<file path="config.mk">
export PLATFORM = sky130hd
export DESIGN_NAME = dbg_cmp_match
export DESIGN_NICKNAME = d
export VERILOG_FILES = /design/src/dbg_cmp_pkg.sv /design/src/dbg_cmp_match.sv
export VERILOG_INCLUDE_DIRS = /design/src
export SDC_FILE = /design/constraint.sdc
export NUM_CORES = 1
export LEC_CHECK = 0
export BUFFER_PORTS_ARGS = -buffer_cell sky130_fd_sc_hd__buf_2
export CAP_MARGIN = 20
export CORE_MARGIN = 2
export CORE_UTILIZATION = 49
export CTS_BUF_LIST = sky130_fd_sc_hd__clkbuf_16
export DETAILED_ROUTE_END_ITERATION = 8
export GPL_ROUTABILITY_DRIVEN = 0
export PLACE_DENSITY = 0.8
export REMOVE_ABC_BUFFERS = 1
export SLEW_MARGIN = 0
export SYNTH_ARGS = -nofsm -noshare
export SYNTH_HDL_FRONTEND = slang
export SYNTH_SLANG_ARGS = --single-unit
export TNS_END_PERCENT = 5
</file>
<file path="constraint.sdc">
create_clock -name pclk -period 4.35 [get_ports pclk]
set_input_delay 0.87 -clock pclk [delete_from_list [all_inputs] [get_ports pclk]]
set_output_delay 0.87 -clock pclk [all_outputs]
set_load 0.05 [all_outputs]
</file>
<file path="src/dbg_cmp_defines.svh">
// register offsets, field positions and reset values of the comparator match block
`ifndef DBG_CMP_DEFINES_SVH
`define DBG_CMP_DEFINES_SVH
`define OFS_CTRL      12'h000
`define OFS_COMP_SEL  12'h004
`define OFS_ADDR      12'h008
`define OFS_DATA      12'h00c
`define OFS_STATUS    12'h010
`define OFS_IRQ_EN    12'h014
`define OFS_IRQ_CLR   12'h018
`define OFS_SEQ       12'h01c
`define OFS_SEQ_CFG   12'h020
`define BIT_SZE       7
`define BIT_SZ        6
`define BIT_TAG       5
`define BIT_BRK       4
`define BIT_RW        3
`define BIT_RWE       2
`define BIT_NDB       1
`define BIT_COMPARATOR_ON     0
`define CTRL_BIT_ARM  0
`define CTRL_BIT_BRKEN 1
`define CTRL_BIT_TRACE 2
`define CTRL_BIT_ENDAL 3
`define SEL_A         2'h0
`define SEL_B         2'h1
`define SEL_C         2'h2
`define SEL_NONE      2'h3
`define NUM_CMP       3
`define ST_MATCH      0
`define ST_BREAK      3
`define ST_TRIG       4
`define ST_DONE       5
`define STAT_W        6
`define CTL_RST       8'h00
`define SEQ_FINAL     4'h8
`endif

</file>
<file path="src/dbg_cmp_pkg.sv">
// types shared by the comparator match block
package dbg_cmp_pkg;
  typedef enum logic [3:0] {
    SEQ_ST1   = 4'h1,
    SEQ_ST2   = 4'h2,
    SEQ_ST3   = 4'h4,
    SEQ_FINAL = 4'h8
  } seq_state_t;

  typedef struct packed {
    logic [15:0] addr;
    logic [7:0]  data;
    logic        valid;
    logic        read;
    logic        byte_acc;
    logic        bdm_acc;
  } cpu_bus_t;

  typedef struct packed {
    logic       valid;
    logic [1:0] cmp;
  } exec_t;

  typedef struct packed {
    logic [2:0][7:0]  ctl;
    logic [2:0][15:0] addr;
    logic [7:0]  data;
    logic [1:0]  sel;
    logic        armed;
    logic        brk_en;
    logic        trace_en;
    logic        end_align;
    seq_state_t  seq;
    logic [2:0]  tag_pend;
    logic [5:0]  status;
    logic [5:0]  irq_en;
    logic        irq;
    logic        immediate_session_stop;
    logic        trace;
    logic        trig;
    logic [2:0]  match;
    logic        pready;
    logic        pslverr;
    logic [31:0] prdata;
    logic [1:0]  bdm_sync;
    logic [1:0]  sec_sync;
  } dbg_state_t;
endpackage

</file>
<file path="src/dbg_cmp_match.sv">
// comparator qualification, sequencer and apb registers of the debug unit
// Functional notes
// size compare enable bit makes access width part of match, not under tag
// size value bit: 0 word, 1 byte; ignored if size off or tagging
// tag clear acts at once; tag set acts when tagged opcode executes
// break bit ends session at match: break, stop trace, disarm
// immediate breakpoint only when global breakpoint enable is set
// direction value bit: 0 write, 1 read; ignored if compare off or tag
// direction compare enable adds direction to match; ignored under tag
// comparator a only: data mismatch select matches difference, ignored under tag
// comparator matches only while its enable bit is set
// bank select 00, 01, 10 picks comparator a, b, c for reads and writes
// control writes take effect only while the unit is disarmed
// no monitoring during background accesses or while background unit is active
// entering active background while armed keeps the unit armed
// secured chip disables tracing; matches, tags and breaks still work
// works in every operating mode, limited only by background and security
// four-stage sequencer; trace trigger tied to final state
// trace supports begin and end alignment to the trigger
// match needs address hit and every enabled qualifier in one cycle
//
// Implementation choices: the register addresses and the APB slave port.
`timescale 1ns/1ps
`include "dbg_cmp_defines.svh"

module dbg_cmp_match
  import dbg_cmp_pkg::*;
(
  // apb
  input  wire logic        pclk,
  input  wire logic        presetn,
  input  wire logic        psel,
  input  wire logic        penable,
  input  wire logic        pwrite,
  input  wire logic [11:0] paddr,
  input  wire logic [31:0] pwdata,
  output logic [31:0]      prdata,
  output logic             pready,
  output logic             pslverr,
  // processor side, same clock
  input  wire cpu_bus_t    cpu_bus,
  input  wire exec_t       exec,
  // background debug and security pins
  input  wire logic        bdm_active_pin,
  input  wire logic        secure_pin,
  // results
  output logic             breakpoint,
  output logic             trace_run,
  output logic             trace_trigger,
  output logic             end_align,
  output logic [2:0]       cmp_match,
  output logic             irq
);

  ////////////////////////////////////////////////////////////////////////////
  dbg_state_t st_ff;
  dbg_state_t nxt_st;

  // register map, one 32-bit word each, fields in the low bits:
  //   0x00 control: end alignment b3, trace enable b2, global breakpoint enable b1, arm b0
  //   0x04 comparator_control of the comparator picked by the bank select
  //   0x08 comparator_bank_select b1:0 (11 names no comparator and is dropped)
  //   0x0c comparator a data b7:0
  //   0x10 status, read only: done b5, trigger b4, break b3, match c..a b2:0
  //   0x14 interrupt enable, same layout as status
  //   0x18 status clear, write 1 to clear, reads 0
  //   0x1c sequencer stage, one-hot 1, 2, 4, 8
  //   0x20 address of the comparator picked by the bank select
  // any other offset answers with pslverr; a write there is dropped, a read gives 0

  // background and security levels pass two flops held in st_ff before use;
  // the two-cycle lag means a match can still fire just after the pin rises
  wire logic bdm_active = st_ff.bdm_sync[1];
  wire logic secured    = st_ff.sec_sync[1];

  ////////////////////////////////////////////////////////////////////////////
  // per comparator qualification
  logic [2:0] hit;
  logic [2:0] imm_hit;
  logic [2:0] tag_hit;

  // monitoring gate
  wire logic monitor = cpu_bus.valid && !cpu_bus.bdm_acc && !bdm_active;

  genvar gi;
  generate
    for (gi = 0; gi < `NUM_CMP; gi++) begin : g_cmp
      logic [7:0] c;
      logic       size_compare_enable;
      logic       size_value_select;
      logic       tag_select;
      logic       direction_value;
      logic       direction_compare_enable;
      logic       data_mismatch_select;
      logic       comparator_on;
      logic       addr_hit;
      logic       size_ok;
      logic       dir_ok;
      logic       data_ok;
      assign c = st_ff.ctl[gi];
      assign size_compare_enable      = c[`BIT_SZE];
      assign size_value_select        = c[`BIT_SZ];
      assign tag_select               = c[`BIT_TAG];
      assign direction_value          = c[`BIT_RW];
      assign direction_compare_enable = c[`BIT_RWE];
      assign data_mismatch_select     = c[`BIT_NDB];
      assign comparator_on            = c[`BIT_COMPARATOR_ON];
      assign addr_hit                 = (cpu_bus.addr == st_ff.addr[gi]);
      // size compare on a and b
      // word or byte select
      if (gi < 2) begin : g_size
        assign size_ok = tag_select || !size_compare_enable ||
                         (size_value_select == cpu_bus.byte_acc);
      end else begin : g_nosize
        // comparator c has no size bits; whatever is stored there is ignored
        assign size_ok = 1'b1;
      end
      // direction compare enable
      // read or write value
      assign dir_ok = tag_select || !direction_compare_enable ||
                      (direction_value == cpu_bus.read);
      // data equal or differ on a
      if (gi == 0) begin : g_data
        assign data_ok = tag_select ||
                         ((cpu_bus.data != st_ff.data) == data_mismatch_select);
      end else begin : g_nodata
        assign data_ok = 1'b1;
      end
      // comparator enable
      // all qualifiers in one cycle
      assign hit[gi] = monitor && comparator_on && addr_hit && size_ok && dir_ok && data_ok;
      // immediate or tagged
      assign imm_hit[gi] = hit[gi] && !tag_select;
      assign tag_hit[gi] = hit[gi] && tag_select;
    end
  endgenerate

  ////////////////////////////////////////////////////////////////////////////
  logic [7:0]  sel_ctl;
  logic [15:0] sel_addr;
  logic [31:0] rd;
  logic        ok;
  logic [2:0]  fire;
  logic        adv;
  logic        brk_fire;
  logic        wr;
  logic        rdacc;
  logic [5:0]  evt;

  ////////////////////////////////////////////////////////////////////////////
  // register decode
  logic setup_ph;
  logic setup_rd;
  logic hit_ctrl;
  logic hit_cmp_ctl;
  logic hit_bank;
  logic hit_cmp_data;
  logic hit_status;
  logic hit_irq_en;
  logic hit_irq_clr;
  logic hit_seq;
  logic hit_cmp_addr;
  logic addr_ok;
  logic access_wr;
  logic cfg_open;
  logic bank_ok;

  // the answer is fixed at one access cycle, so the setup phase alone raises pready;
  // a master that stretches the access phase sees pready for its first cycle only
  assign setup_ph     = psel && !penable;
  assign setup_rd     = setup_ph && !pwrite;
  assign access_wr    = psel && penable && pwrite;
  assign hit_ctrl     = (paddr == `OFS_CTRL);
  assign hit_cmp_ctl  = (paddr == `OFS_COMP_SEL);
  assign hit_bank     = (paddr == `OFS_ADDR);
  assign hit_cmp_data = (paddr == `OFS_DATA);
  assign hit_status   = (paddr == `OFS_STATUS);
  assign hit_irq_en   = (paddr == `OFS_IRQ_EN);
  assign hit_irq_clr  = (paddr == `OFS_IRQ_CLR);
  assign hit_seq      = (paddr == `OFS_SEQ);
  assign hit_cmp_addr = (paddr == `OFS_SEQ_CFG);
  assign addr_ok      = hit_ctrl || hit_cmp_ctl || hit_bank || hit_cmp_data || hit_status ||
                        hit_irq_en || hit_irq_clr || hit_seq || hit_cmp_addr;
  // comparator set-up is frozen while armed; the write is dropped without an error
  assign cfg_open     = !st_ff.armed && (st_ff.sel != `SEL_NONE);
  // bank select 11 names no comparator, so a write of it is dropped
  assign bank_ok      = (pwdata[1:0] != `SEL_NONE);

  ////////////////////////////////////////////////////////////////////////////
  // next state, in this order:
  //   comparator fire and tag bookkeeping, from the registered set-up
  //   sequencer stage and trigger, then the trace window from the new stage
  //   break handling, which overrides trace and arming
  //   register writes, so software can re-arm in the same cycle as a break
  //   status events last, so an event wins over a clear in the same cycle
  // a write to the control word in the same cycle as a break re-arms the unit;
  // software is expected to disarm before it reprograms anything
  always_comb begin
    nxt_st = st_ff;
    rd = 32'h0000_0000;
    ok = addr_ok;
    fire = 3'h0;
    adv = 1'b0;
    brk_fire = 1'b0;
    evt = 6'h00;
    wr = access_wr;
    // two-flop synchronisers; only the second stage is read by any logic
    nxt_st.bdm_sync = {st_ff.bdm_sync[0], bdm_active_pin};
    nxt_st.sec_sync = {st_ff.sec_sync[0], secure_pin};
    rdacc = psel && penable && !pwrite;
    // bank select picks the comparator
    unique case (st_ff.sel)
      `SEL_A: begin
        sel_ctl  = st_ff.ctl[0];
        sel_addr = st_ff.addr[0];
      end
      `SEL_B: begin
        sel_ctl  = st_ff.ctl[1];
        sel_addr = st_ff.addr[1];
      end
      `SEL_C: begin
        sel_ctl  = st_ff.ctl[2];
        sel_addr = st_ff.addr[2];
      end
      default: begin
        sel_ctl  = 8'h00;
        sel_addr = 16'h0000;
      end
    endcase
    // tagged opcode fires at execution
    // a tag stays pending until that comparator's opcode executes or a break
    // clears it; an opcode flushed from the queue leaves a stale tag behind
    for (int i = 0; i < `NUM_CMP; i++) begin
      if (tag_hit[i] && st_ff.armed)
        nxt_st.tag_pend[i] = 1'b1;
      fire[i] = st_ff.armed && (imm_hit[i] ||
                (st_ff.tag_pend[i] && exec.valid && exec.cmp == i[1:0]));
      if (exec.valid && exec.cmp == i[1:0])
        nxt_st.tag_pend[i] = 1'b0;
      // break bit ends session
      if (fire[i] && st_ff.ctl[i][`BIT_BRK])
        brk_fire = 1'b1;
    end
    adv = |fire;
    nxt_st.match = fire;
    nxt_st.immediate_session_stop = 1'b0;
    nxt_st.trig = 1'b0;
    // four stage sequencer
    if (adv && st_ff.armed) begin
      unique case (st_ff.seq)
        SEQ_ST1: nxt_st.seq = SEQ_ST2;
        SEQ_ST2: nxt_st.seq = SEQ_ST3;
        SEQ_ST3: nxt_st.seq = SEQ_FINAL;
        SEQ_FINAL: nxt_st.seq = SEQ_FINAL;
      endcase
    end
    // trigger at final state
    if (adv && st_ff.armed && st_ff.seq == SEQ_ST3)
      nxt_st.trig = 1'b1;
    // secure blocks trace only
    // begin align runs from trigger, end align runs until trigger
    nxt_st.trace = st_ff.armed && st_ff.trace_en && !secured &&
                   (st_ff.end_align ? (nxt_st.seq != SEQ_FINAL)
                                    : (nxt_st.seq == SEQ_FINAL));
    if (brk_fire) begin
      // break needs global enable
      nxt_st.immediate_session_stop = st_ff.brk_en;
      nxt_st.armed = 1'b0;
      nxt_st.trace = 1'b0;
      nxt_st.tag_pend = 3'h0;
    end
    // bdm entry does not touch the armed bit
    // no mode gating beyond bdm and security
    if (st_ff.armed && nxt_st.seq == SEQ_FINAL && !st_ff.end_align && st_ff.seq != SEQ_FINAL)
      nxt_st.status[`ST_TRIG] = 1'b1;
    // register access, single cycle answer
    unique case (paddr)
      `OFS_CTRL:     rd = {28'h0, st_ff.end_align, st_ff.trace_en, st_ff.brk_en, st_ff.armed};
      `OFS_COMP_SEL: rd = {24'h0, sel_ctl};
      `OFS_ADDR:     rd = {30'h0, st_ff.sel};
      `OFS_DATA:     rd = {24'h0, st_ff.data};
      `OFS_STATUS:   rd = {26'h0, st_ff.status};
      `OFS_IRQ_EN:   rd = {26'h0, st_ff.irq_en};
      `OFS_IRQ_CLR:  rd = 32'h0000_0000;
      `OFS_SEQ:      rd = {28'h0, st_ff.seq};
      `OFS_SEQ_CFG:  rd = {16'h0, sel_addr};
      default:       rd = 32'h0000_0000;
    endcase
    if (wr && hit_ctrl) begin
      nxt_st.armed = pwdata[`CTRL_BIT_ARM];
      nxt_st.brk_en = pwdata[`CTRL_BIT_BRKEN];
      nxt_st.trace_en = pwdata[`CTRL_BIT_TRACE];
      nxt_st.end_align = pwdata[`CTRL_BIT_ENDAL];
      if (pwdata[`CTRL_BIT_ARM] && !st_ff.armed)
        nxt_st.seq = SEQ_ST1;
    end
    // writes only while disarmed
    if (wr && hit_cmp_ctl && cfg_open)
      nxt_st.ctl[st_ff.sel] = pwdata[7:0];
    if (wr && hit_bank && bank_ok)
      nxt_st.sel = pwdata[1:0];
    if (wr && hit_cmp_data && !st_ff.armed)
      nxt_st.data = pwdata[7:0];
    if (wr && hit_irq_en)
      nxt_st.irq_en = pwdata[5:0];
    if (wr && hit_irq_clr)
      nxt_st.status = st_ff.status & ~pwdata[5:0];
    if (wr && hit_cmp_addr && cfg_open)
      nxt_st.addr[st_ff.sel] = pwdata[15:0];
    // events set status; set wins over clear
    evt[`NUM_CMP-1:`ST_MATCH] = fire;
    evt[`ST_BREAK] = brk_fire;
    evt[`ST_TRIG]  = nxt_st.trig;
    evt[`ST_DONE]  = brk_fire || (st_ff.armed && !nxt_st.armed);
    nxt_st.status = nxt_st.status | evt;
    nxt_st.irq = |(nxt_st.status & nxt_st.irq_en);
    // answer registered from the setup phase: pready and error stand for exactly
    // the first access cycle; read data then holds until the next read setup phase
    nxt_st.pready = setup_ph;
    nxt_st.pslverr = setup_ph && !ok;
    nxt_st.prdata = setup_rd ? rd : st_ff.prdata;
    if (rdacc) nxt_st.prdata = st_ff.prdata;
  end

  always_ff @(posedge pclk or negedge presetn) begin
    if (!presetn) begin
      st_ff.ctl       <= {`NUM_CMP{`CTL_RST}};
      st_ff.addr      <= '0;
      st_ff.data      <= 8'h00;
      st_ff.sel       <= `SEL_A;
      st_ff.armed     <= 1'b0;
      st_ff.brk_en    <= 1'b0;
      st_ff.trace_en  <= 1'b0;
      st_ff.end_align <= 1'b0;
      st_ff.seq       <= SEQ_ST1;
      st_ff.tag_pend  <= 3'h0;
      st_ff.status    <= 6'h00;
      st_ff.irq_en    <= 6'h00;
      st_ff.irq       <= 1'b0;
      st_ff.immediate_session_stop       <= 1'b0;
      st_ff.trace     <= 1'b0;
      st_ff.trig      <= 1'b0;
      st_ff.match     <= 3'h0;
      st_ff.pready    <= 1'b0;
      st_ff.pslverr   <= 1'b0;
      st_ff.prdata    <= 32'h0000_0000;
      st_ff.bdm_sync  <= 2'h0;
      st_ff.sec_sync  <= 2'h0;
    end else begin
      st_ff <= nxt_st;
    end
  end

  ////////////////////////////////////////////////////////////////////////////
  // every output is a field of st_ff:
  //   breakpoint, trace_trigger and cmp_match are one-cycle pulses, one cycle
  //   after the bus cycle that caused them; breakpoint only with global enable
  //   trace_run and end_align are levels; trace_run drops three cycles after secure_pin rises
  //   irq follows status and enable, changing at the same edge as either of them
  assign prdata        = st_ff.prdata;
  assign pready        = st_ff.pready;
  assign pslverr       = st_ff.pslverr;
  assign breakpoint    = st_ff.immediate_session_stop;
  assign trace_run     = st_ff.trace;
  assign trace_trigger = st_ff.trig;
  assign end_align     = st_ff.end_align;
  assign cmp_match     = st_ff.match;
  assign irq           = st_ff.irq;

endmodule

</file>
After elaboration in Yosys (flattened, before gate mapping)
Index checks and enable logic that the tools add are counted.
- register bits: 150
- bits of input ports: 82
- output and inout bits: 42
- word-level logic and storage cells: 213
- $lt $le $gt $ge: 2
- equal/unequal tests: 31
- mux-type cells: 30
- bitwise gates (word level): 5
- reduce and logical (&&, ||, !) cells: 117
- operators with widths (kind ; count):
    $pmux W16 S8 ; 1
    $logic_and A1 B1 Y1 ; 67
    $bwmux W48 ; 1
    $eq A12 B5 Y1 const B ; 4
    $eq A16 B16 Y1 ; 3
    $pmux W16 S3 ; 1
    $demux W16 S2 ; 1
    $bwmux W24 ; 1
    $eq A12 B4 Y1 const B ; 2
    $pmux W8 S3 ; 1
    $logic_or A1 B1 Y1 ; 23
    $logic_not A1 Y1 ; 17
    $demux W8 S2 ; 1
    $mux W16 ; 1
    $mux W8 ; 2
    $mux W1 ; 13
    $and A6 B6 Y6 ; 2
    $eq A12 B3 Y1 const B ; 1
    $eq A12 B6 Y1 const B ; 1
    $logic_not A12 Y1 ; 1
    $mux W6 ; 2
    $pmux W4 S3 ; 1
    $reduce_bool A3 Y1 ; 3
    $eq A4 B4 Y1 const B ; 2
    other kinds (22) ; 33

Logic depth before layout (Yosys ltp)
- depth after elaboration: 23
- gate-level depth with buffers: 9
- mapped depth without buffers: 8

Least setup slack after synthesis
Ideal clock, no wire load.
- path type: input -> register
- start: in paddr[1]
- end: reg irq (netlist name)
- setup time: 0.140 ns
- arrival: 2.736 ns
- required time: 4.210 ns
- setup slack: 1.475 ns
- stages on the path: 8
- buffers on the path: 1
- cell sequence: nor4_4 -> nand2_2 -> or4_4 -> buf_6 -> mux2_4 -> a22o_1 -> a221oi_2 -> o2111ai_1
- RTL lines (element ; RTL line ; RTL):
    start, declared ; dbg_cmp_match.sv:35 ; input wire logic [11:0] paddr,

==> impl_metrics.json <==
{
  "fill_cells": 1178,
  "rows": 44,
  "timing.setup.tns_ns": 0,
  "hold_viol_final": 0,
  "mappedNetlistArea_mm2": 0.00714,
  "synth_compound_area_share_pct": 10.9,
  "ys_seq_elements": 134,
  "antenna_found_initial": 2,
  "path_cells": "buf_2, or4_2, nor4_2, a21boi_0, a41oi_1, or2_2, a32o_1, o2111ai_1",
  "tightest_slew_ns": 1.14,
  "clock_sinks": 134,
  "post_synth_num_cell_types": 68,
  "antenna_left": 0,
  "totalPowerFinal_mw": 3.03,
  "dr_wl_met2_um": 8830,
  "synthCells": 647,
  "insertion_delay_ns": 0.43,
  "core_area_mm2": 0.0144,
  "synth_xor_area_share_pct": 7.48,
  "grt_pass1_wl_um": 29400,
  "die_h_um": 125,
  "end_kind": "register",
  "required_ns": 4.64,
  "period_share_pct": 67.6,
  "cts_setup_buffers": 0,
  "postCtsHoldBufs": 0,
  "avgSynthCellArea_um2": 11.0,
  "grt_max_degree": 95,
  "grt_pass1_vias": 5521,
  "cts_root_buffer": "clkbuf_16",
  "final_nets": 802,
  "multi_input_area_mm2": 0.00342,
  "synth_edf_count": 0,
  "arrival_ns": 3.23,
  "maxSlewHeadroom_pct": 24.3,
  "cts_resized": 0,
  "dr.pass1.iters": 5,
  "setup_slack_ns": 1.41,
  "rsz0062_at_grt": "no",
  "critPathMaxStageDelay_ns": 0.68,
  "gr-total-overflow": 0,
  "dp_hpwl_um": 12800,
  "yosysTopAreaCellShare_pct": 46.6,
  "top_layer": "met4",
  "grtUsageTotal_pct": 24.2,
  "first_iter_violations": 482,
  "place_ws_ns": 0.984,
  "syn_to_final_growth_pct": 15.1,
  "wire_per_inst_um": 20.0,
  "clockBufferDepth": 2,
  "fmax_ghz": 0.340,
  "start_util_pct": 49.7,
  "wl_um": 18400,
  "hold_slack_ns": 0.350,
  "drt-met1-wl_um": 7570,
  "cts_tree": "built",
  "ys_seq_area_share_pct": 47.0,
  "power_density_mw_per_mm2": 368,
  "critical_path_class": "in2reg",
  "met3WireLength_um": 1540,
  "startpoint_type": "input port",
  "setup_viol": 0,
  "slew_viol_final": 0,
  "path_max_fanout": 6,
  "io_pins": 124,
  "synthMuxAreaShare_pct": 16.8,
  "netlist_top_cells_area": "dfrtp_1, mux2_2, xor2_1",
  "ff_latch_area_mm2": 0.00335,
  "dieWidth_um": 125,
  "outcome": "finished clean",
  "numCtsBuffers": 17,
  "synth_ff_type": "dfrtp_1",
  "fin_crit_ns": 2.94,
  "synth_warnings": 0,
  "drt-vias-per-instance": 5.92,
  "synth-simple-area-share_pct": 11.8,
  "synthArstFlopShare_pct": 100,
  "synth_top_family_by_area": "multiplexers",
  "htreeDepth": 4,
  "synth_area_leader_cell": "dfrtp_1",
  "leakagePower_nw": 3.93,
  "clock_skew_ns": 0.00661,
  "cap_violations": 0,
  "drive_above_1_share_pct": 31.2,
  "via_count": 5439,
  "synth_fa_ha_area_share_pct": 0,
  "cp_slowest_cell": "or4_2",
  "io_buffers": 91,
  "clkTransAtPathRegs_ns": 0.06,
  "hold_class": "reg2reg",
  "ir_drop_mv": 0.227,
  "drc": 0,
  "dieArea_mm2": 0.0156
}
==> kinds of logic after synthesis <==
family / count (synthesis)
muxes: 109
xor gates and xnor gates: 61
DFF: 134
other: 1
AOI/OAI and AO/OA: 107
and+or+nand+nor: 159
buffers and inverters: 76
==> path summary, 6_finish.rpt <==
| path | slack, ns | from | depth (start not counted) | to |
|---|---|---|---|---|
| hold reg to reg | 0.35 | nxt_st[3] | 0 | bdm_active |
| max in group asynchronous | 2.99 | presetn | 2 | breakpoint |
| min in group asynchronous | 0.53 | presetn | 1 | st_ff[91] |
| hold / removal | 0.35 | nxt_st[3] | 0 | bdm_active |
| setup / recovery | 1.41 | paddr[1] | 8 | irq |
| setup reg to reg | 1.62 | st_ff[77] | 7 | st_ff[62] |
==> metal layers <==
layer	vias up	track usage, %
met3	35	6.53
li1	2441	-
met1	2687	31.7
met4	0	10.0
met5	-	0
met2	276	38.3
==> worst max-delay path: cells and delay by family <==
kind / cells / cell delay, ns
buffers and inverters: 1 / 0.12
AOI/OAI and AO/OA: 4 / 0.77
and+or+nand+nor: 3 / 1.47
==> power breakdown <==
group	total, mW	leakage, nW	switching [mW]	internal [mW]
Combinational	0.210	1.78	0.156	0.0549
Sequential	1.26	1.84	0.00574	1.26
Clock	1.55	0.304	0.545	1.01
Total	3.03	3.93	0.706	2.32
==> layout by cell type, fill, tap and decap left out, drive strengths merged, types with 5 or more instances in the layout <==
cell,synthesis,final
dfrtp,133,133
buf,43,100
mux2,83,83
nand2,48,48
xor2,42,42
nor2,35,35
mux2i,26,26
o21ai,24,24
xnor2,19,19
clkbuf,18,17
a21oi,16,16
conb,1,16
inv,15,16
nand3,13,13
nor4,12,12
o31ai,10,10
nor3,9,9
a221oi,9,9
a31oi,8,8
nand4,7,7
or4,6,6
clkinv,0,6
a22oi,5,5
bufinv,0,5
==> flip-flops by register name (all words and copies together), names as in the netlist <==
register / flops
st_ff: 80
bdm_active: 1
irq: 1
breakpoint: 1
end_align: 1
secured: 1
nxt_st: 2
g_cmp.c: 24
pready: 1
trace_trigger: 1
pslverr: 1
prdata: 16
trace_run: 1
cmp_match: 3
==> metrics by stage <==
stage / cells / cell area (µm²) / util (%)
5_1_grt: 918 / 8220 / 57.2
3_5_place_dp: 885 / 7590 / 52.8
6_report: 918 / 8220 / 57.2
3_3_place_gp: 885 / 7590 / 52.8
2_1_floorplan: 601 / 6830 / -
4_1_cts: 917 / 8220 / 57.2
==> synth_stat cells (5+ instances only) <==
master,number
a21oi_1,16
a221oi_1,8
a22oi_1,5
a31oi_1,8
buf_4,35
clkbuf_1,18
dfrtp_1,133
inv_1,15
mux2_2,81
mux2i_1,26
nand2_1,47
nand3_1,13
nand4_1,7
nor2_1,35
nor3_1,8
nor4_1,9
o21ai_0,23
o31ai_1,10
xnor2_1,19
xor2_1,42
==> final cells by class <==
| class | count | share of cell area (%) |
|---|---|---|
| Clock inverter | 15 | 2.54 |
| Timing Repair Buffer | 100 | 6.44 |
| Clock buffer | 17 | 5.17 |
| Sequential cell | 134 | 40.8 |
| Antenna cell | 1 | 0.0304 |
| Inverter | 15 | 0.685 |
| Multi-Input combinational cell | 452 | 41.5 |
| Tap cell | 184 | 2.80 |
Power figures use the tool's default switching activity.
